File: config.mk
export PLATFORM = sky130hd
export DESIGN_NAME = rpps_page_select
export DESIGN_NICKNAME = d
export VERILOG_FILES = /design/src/hdl/rpps_port_bank.v /design/src/hdl/rpps_page_select.v
export VERILOG_INCLUDE_DIRS = /design/src /design/src/hdl
export SDC_FILE = /design/constraint.sdc
export NUM_CORES = 2
export LEC_CHECK = 0
export ABC_AREA = 1
export BUFFER_PORTS_ARGS = -buffer_cell sky130_fd_sc_hd__buf_4
export CAP_MARGIN = 20
export CORE_MARGIN = 3
export CORE_UTILIZATION = 57
export CTS_CLUSTER_SIZE = 24
export DETAILED_ROUTE_END_ITERATION = 8
export PLACE_DENSITY = 0.76
export SETUP_SLACK_MARGIN = 0.15
export SYNTH_ARGS = -nofsm -noshare
export SYNTH_HDL_FRONTEND = slang
export SYNTH_HIERARCHICAL = 1
export SYNTH_SLANG_ARGS = --single-unit
File: constraint.sdc
create_clock -name clock_i -period 5 [get_ports clock_i]
set_input_delay 1 -clock clock_i [delete_from_list [all_inputs] [get_ports clock_i]]
set_output_delay 1 -clock clock_i [all_outputs]
set_load 0.05 [all_outputs]
File: src/hdl/rpps_map.vh
// register offsets, field positions and reset values for the rx port page select block
`ifndef RPPS_MAP_VH
`define RPPS_MAP_VH
`define RPPS_OFS_CAP 8'h4a
`define RPPS_OFS_EMB 8'h4b
`define RPPS_OFS_SEL 8'h4c
`define RPPS_PAGE_A_LO 8'h4d
`define RPPS_PAGE_A_HI 8'h7f
`define RPPS_PAGE_B_LO 8'hd0
`define RPPS_PAGE_B_HI 8'hdf
`define RPPS_CAP_CRC_BIT 4
`define RPPS_SEL_PHYS_BIT 6
`define RPPS_SEL_READ_BIT 4
`define RPPS_SEL_WR1_BIT 1
`define RPPS_SEL_WR0_BIT 0
`define RPPS_CAP_RESET 8'h10
`define RPPS_EMB_RESET 8'h12
`define RPPS_SEL_LOCAL_RESET 8'h00
`define RPPS_SEL_CC0_RESET 8'h01
`define RPPS_SEL_CC1_RESET 8'h12
`endif

File: src/hdl/rpps_port_bank.v
// one receive port's paged register block with its embedded-type and crc-flag decisions
`timescale 1ns/1ps
`include "rpps_map.vh"
module rpps_port_bank
(
  // clock and reset
  input wire clock_i,
  input wire rst_n_i,
  // paged access
  input wire wr_en_i,
  input wire [7:0] addr_i,
  input wire [7:0] wdata_i,
  output wire [7:0] rdata_o,
  // data path hooks
  input wire csi_mode_i,
  input wire [1:0] long_pkt_index_i,
  input wire enc_crc_err_i,
  output reg embed_now_o,
  output reg [5:0] embed_type_o,
  output reg enc_crc_flag_o
);
  reg [7:0] cap;
  reg [7:0] emb;
  reg [7:0] page_a [0:50];
  reg [7:0] page_b [0:15];
  reg [7:0] rd;
  wire in_a;
  wire in_b;
  wire [7:0] idx_a;
  wire [7:0] idx_b;
  integer i;
  assign in_a = (addr_i >= `RPPS_PAGE_A_LO) && (addr_i <= `RPPS_PAGE_A_HI);
  assign in_b = (addr_i >= `RPPS_PAGE_B_LO) && (addr_i <= `RPPS_PAGE_B_HI);
  assign idx_a = addr_i - `RPPS_PAGE_A_LO;
  assign idx_b = addr_i - `RPPS_PAGE_B_LO;
  always @(posedge clock_i or negedge rst_n_i)
  begin
    if (!rst_n_i)
    begin
      cap <= `RPPS_CAP_RESET;
      emb <= `RPPS_EMB_RESET;
      for (i = 0; i < 51; i = i + 1)
        page_a[i] <= 8'h00;
      for (i = 0; i < 16; i = i + 1)
        page_b[i] <= 8'h00;
    end
    else if (wr_en_i)
    begin
      if (addr_i == `RPPS_OFS_CAP)
        cap <= wdata_i;
      else if (addr_i == `RPPS_OFS_EMB)
        emb <= wdata_i;
      else if (in_a)
        page_a[idx_a[5:0]] <= wdata_i;
      else if (in_b)
        page_b[idx_b[3:0]] <= wdata_i;
    end
  end
  always @*
  begin
    rd = 8'h00;
    if (addr_i == `RPPS_OFS_CAP)
      rd = cap;
    else if (addr_i == `RPPS_OFS_EMB)
      rd = emb;
    else if (in_a)
      rd = page_a[idx_a[5:0]];
    else if (in_b)
      rd = page_b[idx_b[3:0]];
  end
  assign rdata_o = rd;
  // lines count 0 forwards all long packets as raw video
  always @(posedge clock_i or negedge rst_n_i)
  begin
    if (!rst_n_i)
    begin
      embed_now_o <= 1'b0;
      embed_type_o <= 6'h00;
      enc_crc_flag_o <= 1'b0;
    end
    else
    begin
      embed_now_o <= !csi_mode_i && (long_pkt_index_i < emb[7:6]);
      embed_type_o <= emb[5:0];
      enc_crc_flag_o <= enc_crc_err_i && cap[`RPPS_CAP_CRC_BIT];
    end
  end
endmodule // rpps_port_bank

File: src/hdl/rpps_page_select.v
// paged register steering for two receive ports and three access sources
// How it works
// - paged accesses steered by port select register
// - read select bit picks one port block
// - read select defaults 0 locally, link port remotely
// - per-port write enables allow broadcast writes
// - write enables default off locally, own port remotely
// - bit 6 returns physical link number
// - each access source keeps its own page state
// - lines count picks embedded first long packets
// - embedded controls ignored in csi input mode
// - embedded type replaces raw type on first lines
// - encoder crc flag only when capability bit set
`timescale 1ns/1ps
`include "rpps_map.vh"
module rpps_page_select
(
  // clock and reset
  input wire clock_i,
  input wire rst_n_i,
  // register access: src 0 local i2c, 1 control channel port 0, 2 control channel port 1
  input wire [1:0] src_i,
  input wire wr_i,
  input wire [7:0] addr_i,
  input wire [7:0] wdata_i,
  output wire [7:0] rdata_o,
  // port 0 data path hooks
  input wire csi_mode0_i,
  input wire [1:0] long_pkt_index0_i,
  input wire enc_crc_err0_i,
  output wire embed_now0_o,
  output wire [5:0] embed_type0_o,
  output wire enc_crc_flag0_o,
  // port 1 data path hooks
  input wire csi_mode1_i,
  input wire [1:0] long_pkt_index1_i,
  input wire enc_crc_err1_i,
  output wire embed_now1_o,
  output wire [5:0] embed_type1_o,
  output wire enc_crc_flag1_o
);

  // page state per source: {read port, write enable 1, write enable 0}
  reg [2:0] page [0:2];
  reg [2:0] cur;
  reg [7:0] rd;

  // address decode results
  wire src_known;
  wire sel_hit;
  wire sel_wr;
  wire cap_hit;
  wire emb_hit;
  wire page_a_hit;
  wire page_b_hit;
  wire paged;

  // bank steering and readback
  wire wr_bank0;
  wire wr_bank1;
  wire phys;
  wire [7:0] sel_byte;
  wire [7:0] rd_bank;
  wire [7:0] rdata0;
  wire [7:0] rdata1;

  // inclusive address window test, shared by both high paged ranges
  function in_range;
    input [7:0] a;
    input [7:0] lo;
    input [7:0] hi;
    begin
      in_range = (a >= lo) && (a <= hi);
    end
  endfunction

  // select register byte to the three stored bits; read-only bits drop out
  function [2:0] pack_sel;
    input [7:0] v;
    begin
      pack_sel = {v[`RPPS_SEL_READ_BIT], v[`RPPS_SEL_WR1_BIT], v[`RPPS_SEL_WR0_BIT]};
    end
  endfunction

  // stored bits back to the register byte; reserved bits read as zero
  function [7:0] sel_readback;
    input [2:0] st;
    input ph;
    begin
      sel_readback = 8'h00;
      sel_readback[`RPPS_SEL_PHYS_BIT] = ph;
      sel_readback[`RPPS_SEL_READ_BIT] = st[2];
      sel_readback[`RPPS_SEL_WR1_BIT] = st[1];
      sel_readback[`RPPS_SEL_WR0_BIT] = st[0];
    end
  endfunction

  // write strobe of one bank: paged address and that bank's enable in the current page
  function bank_write;
    input wr;
    input pg;
    input en;
    begin
      bank_write = wr && pg && en;
    end
  endfunction

  // receive port carrying the source; local and unused sources report port 0
  function src_link;
    input [1:0] s;
    begin
      src_link = (s == 2'h2);
    end
  endfunction

  // reset page of each source: local reads port 0 with writes off,
  // a control channel reads and writes the port it arrived on
  localparam [2:0] SEL_LOCAL_DEF = pack_sel(`RPPS_SEL_LOCAL_RESET);
  localparam [2:0] SEL_CC0_DEF = pack_sel(`RPPS_SEL_CC0_RESET);
  localparam [2:0] SEL_CC1_DEF = pack_sel(`RPPS_SEL_CC1_RESET);

  assign sel_hit = (addr_i == `RPPS_OFS_SEL);
  assign cap_hit = (addr_i == `RPPS_OFS_CAP);
  assign emb_hit = (addr_i == `RPPS_OFS_EMB);
  assign page_a_hit = in_range(addr_i, `RPPS_PAGE_A_LO, `RPPS_PAGE_A_HI);
  assign page_b_hit = in_range(addr_i, `RPPS_PAGE_B_LO, `RPPS_PAGE_B_HI);
  assign paged = cap_hit || emb_hit || page_a_hit || page_b_hit;

  // source 3 has no page of its own; it uses the local reset page and cannot write the select register
  assign src_known = (src_i != 2'h3);
  assign sel_wr = wr_i && sel_hit && src_known;
  assign phys = src_link(src_i);

  // page of the source making this access
  always @*
  begin
    case (src_i)
      2'h0: cur = page[0];
      2'h1: cur = page[1];
      2'h2: cur = page[2];
      default: cur = SEL_LOCAL_DEF;
    endcase
  end

  // each source writes only its own page, so sources never disturb each other
  always @(posedge clock_i or negedge rst_n_i)
  begin
    if (!rst_n_i)
    begin
      page[0] <= SEL_LOCAL_DEF;
      page[1] <= SEL_CC0_DEF;
      page[2] <= SEL_CC1_DEF;
    end
    else if (sel_wr)
    begin
      case (src_i)
        2'h1: page[1] <= pack_sel(wdata_i);
        2'h2: page[2] <= pack_sel(wdata_i);
        default: page[0] <= pack_sel(wdata_i);
      endcase
    end
  end

  // a paged write lands in every enabled bank; with both enables clear nothing changes
  assign wr_bank0 = bank_write(wr_i, paged, cur[0]);
  assign wr_bank1 = bank_write(wr_i, paged, cur[1]);

  // port 0 register block
  rpps_port_bank u_bank0
  (
    // register side
    .clock_i(clock_i),
    .rst_n_i(rst_n_i),
    .wr_en_i(wr_bank0),
    .addr_i(addr_i),
    .wdata_i(wdata_i),
    .rdata_o(rdata0),
    // data path side
    .csi_mode_i(csi_mode0_i),
    .long_pkt_index_i(long_pkt_index0_i),
    .enc_crc_err_i(enc_crc_err0_i),
    .embed_now_o(embed_now0_o),
    .embed_type_o(embed_type0_o),
    .enc_crc_flag_o(enc_crc_flag0_o)
  );

  // port 1 register block
  rpps_port_bank u_bank1
  (
    // register side
    .clock_i(clock_i),
    .rst_n_i(rst_n_i),
    .wr_en_i(wr_bank1),
    .addr_i(addr_i),
    .wdata_i(wdata_i),
    .rdata_o(rdata1),
    // data path side
    .csi_mode_i(csi_mode1_i),
    .long_pkt_index_i(long_pkt_index1_i),
    .enc_crc_err_i(enc_crc_err1_i),
    .embed_now_o(embed_now1_o),
    .embed_type_o(embed_type1_o),
    .enc_crc_flag_o(enc_crc_flag1_o)
  );

  // select register readback carries the physical link number of the source
  assign sel_byte = sel_readback(cur, phys);
  // only one bank answers a read, even when writes go to both
  assign rd_bank = cur[2] ? rdata1 : rdata0;

  // read data is combinational so a read completes in the access cycle
  always @*
  begin
    rd = 8'h00;
    if (sel_hit)
      rd = sel_byte;
    else if (paged)
      rd = rd_bank;
  end
  assign rdata_o = rd;

  // software is expected to set capability bit 4 and clear the encoder crc disable
  // elsewhere; the reset value already enables the flag
endmodule // rpps_page_select

==> metrics.txt <==
status=finished, final reports clean; initial antenna violation count=0; FFs w/ async S/R, synth=100%; Tcrit/Tclk final=94.5%; Core Footprint=91000 sq um; first-pass GRT wire length=243000 um; unrepaired setup endpoints after global routing=true; share of layout cells above drive strength 1=7.89%; clock sinks=1129; final hold violations=0; Max Slew Vio Count=0; Mapped Nets=6829; total power per unit cell area=328 nW/um^2; Peak Freq=212 MHz; Slew @ Worst Pin=1.10 ns; LEAKAGE=0.0282 uW; die height=310 um; clk buf depth=3; nets=6688; H-tree Lvls=3; synthesized cell area=52800 sq um; I/O pin count=53; Final Non-Filler Cells=7966; Final Cell Area=58500 sq um; Cell Area, Placed=54300 sq um; post-DP HPWL=95200 um; GRT Total Usage=31.7%; register bit total from synthesis=1129; via count=46700; Unique masters post-synth=42; sequential share of the synthesized area=53.5%; Crit Path Max Fanout=16; Clock Skew=0.0237 ns; DRC marker count from the first detailed-route iteration=6488; max cap viols=0; CTS tree=yes; Mapped Cells=6784; total CTS buffers=113; via/cell ratio=5.86; initial core utilization=58.0%; Crit-path slowest cell=ha_2; HP Class=input pin to asynchronous set/reset pin; most common cell after layout, fill and taps aside=nand2_1; kind of critical path=input pin to output pin; crit-path max cell delay=0.36 ns; EDFF count, synth=0; commonest non-fill, non-tap cells in the layout=nand2_1 (3196), dfrtp_1 (1120), o21ai_0 (898); worst flop-to-flop path startpoint=page[3]; Synth Area per Inst=7.78 sq um; worst setup path start=addr_i[0]; # placed instances=7751; fill count=7674; GP Congestion=0.960; CP startpoint kind=input pin; critical path's top delay family=simple AND/OR/NAND/NOR gates; Crit path top cell by count=nand2_1; Synth Flop Type=dfrtp_1; worst endpoint required time=4.00 ns; post-route DRC violation count=0; maximum vdd ir drop=0.293 mV; number of routed nets with antenna violations=0; row cnt=110; die width=310 um; grt ovf=0; vias in the first global route=43400; Layout area overhead=10.8%; wire length per cell=19.3 um; Ant. Diodes=0; WP data arrival=3.72 ns; critical-path cell list=buf_12 -> inv_8 -> ha_2 -> inv_2 -> buf_4 -> nand3_1 -> a21oi_1 -> nand4_1 -> nand2_1 -> nor2_1 -> nand2_1 -> nand2_1 -> nand3_1 -> nand2_1 -> nand2_1 -> nand2_1 -> clkinvlp_4 -> buf_4; WP buf/inv=6; Clock transition at path regs=0.06 ns; crit end category=output pin; Clock Latency Late Sink=0.69 ns; Clock Tree Root=clkbuf_16; drt total wl=154000 um; Port Buffers=52; endpoints failing setup=0; 1st-pass router iterations=8; worst rel slew slack=26.7%; die area=96300 sq um; YS warnings=6; TNS Setup=0 ns; largest net degree at the start of global routing=163; post-layout min period=4.72 ns
synth_stat cells, drive strengths merged, types with 4 or more instances:
master | count | area [sq um]
nand2 | 3246 | 12400
o21ai | 1176 | 5900
dfrtp | 1120 | 28000
clkbuf | 344 | 1290
nand3 | 243 | 1230
a21oi | 138 | 691
nor2 | 125 | 522
buf | 112 | 658
inv | 103 | 392
nand4 | 35 | 219
a22oi | 31 | 233
nor3 | 17 | 160
ha | 16 | 200
a22o | 15 | 131
o211ai | 15 | 113
a21boi | 14 | 105
mux2i | 10 | 100
dfstp | 9 | 236
clkinv | 4 | 16.3
worst paths after layout:
check | end | slack [ns] | cells past startpoint
worst max-delay path | rdata_o[5] | 0.28 | 18
worst min-delay path | u_bank0/page_a[298] | 0.27 | 1
worst max register to register | u_bank0/page_a[116] | 2.12 | 10
worst min register to register | u_bank0/embed_type_o[1] | 0.42 | 0
max in group asynchronous | u_bank1/page_b[59] | 3.40 | 3
min in group clock_i | u_bank0/embed_type_o[1] | 0.42 | 0
flip-flops by register name (all words and copies together), names as in the netlist, 9 cells and up:
| register | flops |
|---|---|
| u_bank0/page_a | 408 |
| u_bank1/page_a | 408 |
| u_bank0/page_b | 128 |
| u_bank1/page_b | 128 |
| page | 9 |
report_power, final:
group	total, uW	leakage [uW]	switching, uW	internal [uW]
registers	9140	0.0157	1.43	9140
logic	1210	0.0105	953	256
clock network	8860	0.00194	3630	5230
final cells by class:
| type | count | area (sq um) | share of cell area [%] |
|---|---|---|---|
| tap | 1232 | 1540 | 2.64 |
| inverter | 107 | 438 | 0.749 |
| clock inverter | 53 | 646 | 1.10 |
| sequential | 1129 | 28300 | 48.3 |
| clock buffer | 153 | 3260 | 5.58 |
| timing repair buffer | 200 | 2080 | 3.56 |
| multi-input combinational | 5092 | 22300 | 38.1 |
worst reg2reg max path: stages, from the launching register on:
cell	delay [ns]
dfstp_2	0.53
nand2_1	0.05
nand3_1	0.11
nand2_1	0.06
nor2_1	0.13
buf_4	0.21
nand2_4	0.10
nor3_2	0.63
nand2_1	0.59
nand2_1	0.19
o21ai_0	0.10
routing by layer:
metal	GRT usage (%)	wire, um	vias to the layer above
met1	44.7	63100	22400
met2	49.3	70300	2286
met4	12.9	6610	0
met5	0	0	-
met3	5.19	13500	429
li1	-	-	21600
what timing repair did:
| item | CTS | global route |
|---|---|---|
| hold buffers | 0 | 0 |
| buffers inserted | 0 | 4 |
| endpoints found under the setup margin | 0 | 8 |
| resized for setup | 0 | 29 |
cells by family (layout without fill, tap and decap cells):
logic type | count (synthesis) | in the layout | synth area share (%)
muxes | 10 | 10 | 0.190
buffers and inverters | 563 | 513 | 4.47
DFF | 1129 | 1129 | 53.5
adders and majority gates | 16 | 16 | 0.379
and+or+nand+nor | 3671 | 3671 | 27.7
AOI/OAI and AO/OA | 1395 | 1395 | 13.7
metrics by stage:
step	setup slack (ns)	hold WS, ns	total power, uW	utilization, %
6_report	0.276	0.266	19200	64.3
5_1_grt	0.107	0.288	19800	64.3
4_1_cts	0.187	0.258	19300	64.0
3_5_place_dp	0.191	0.400	10500	59.7
3_3_place_gp	0.207	0.406	10400	59.7
2_1_floorplan	0.152	0.375	9860	-
Power figures use the tool's default switching activity.
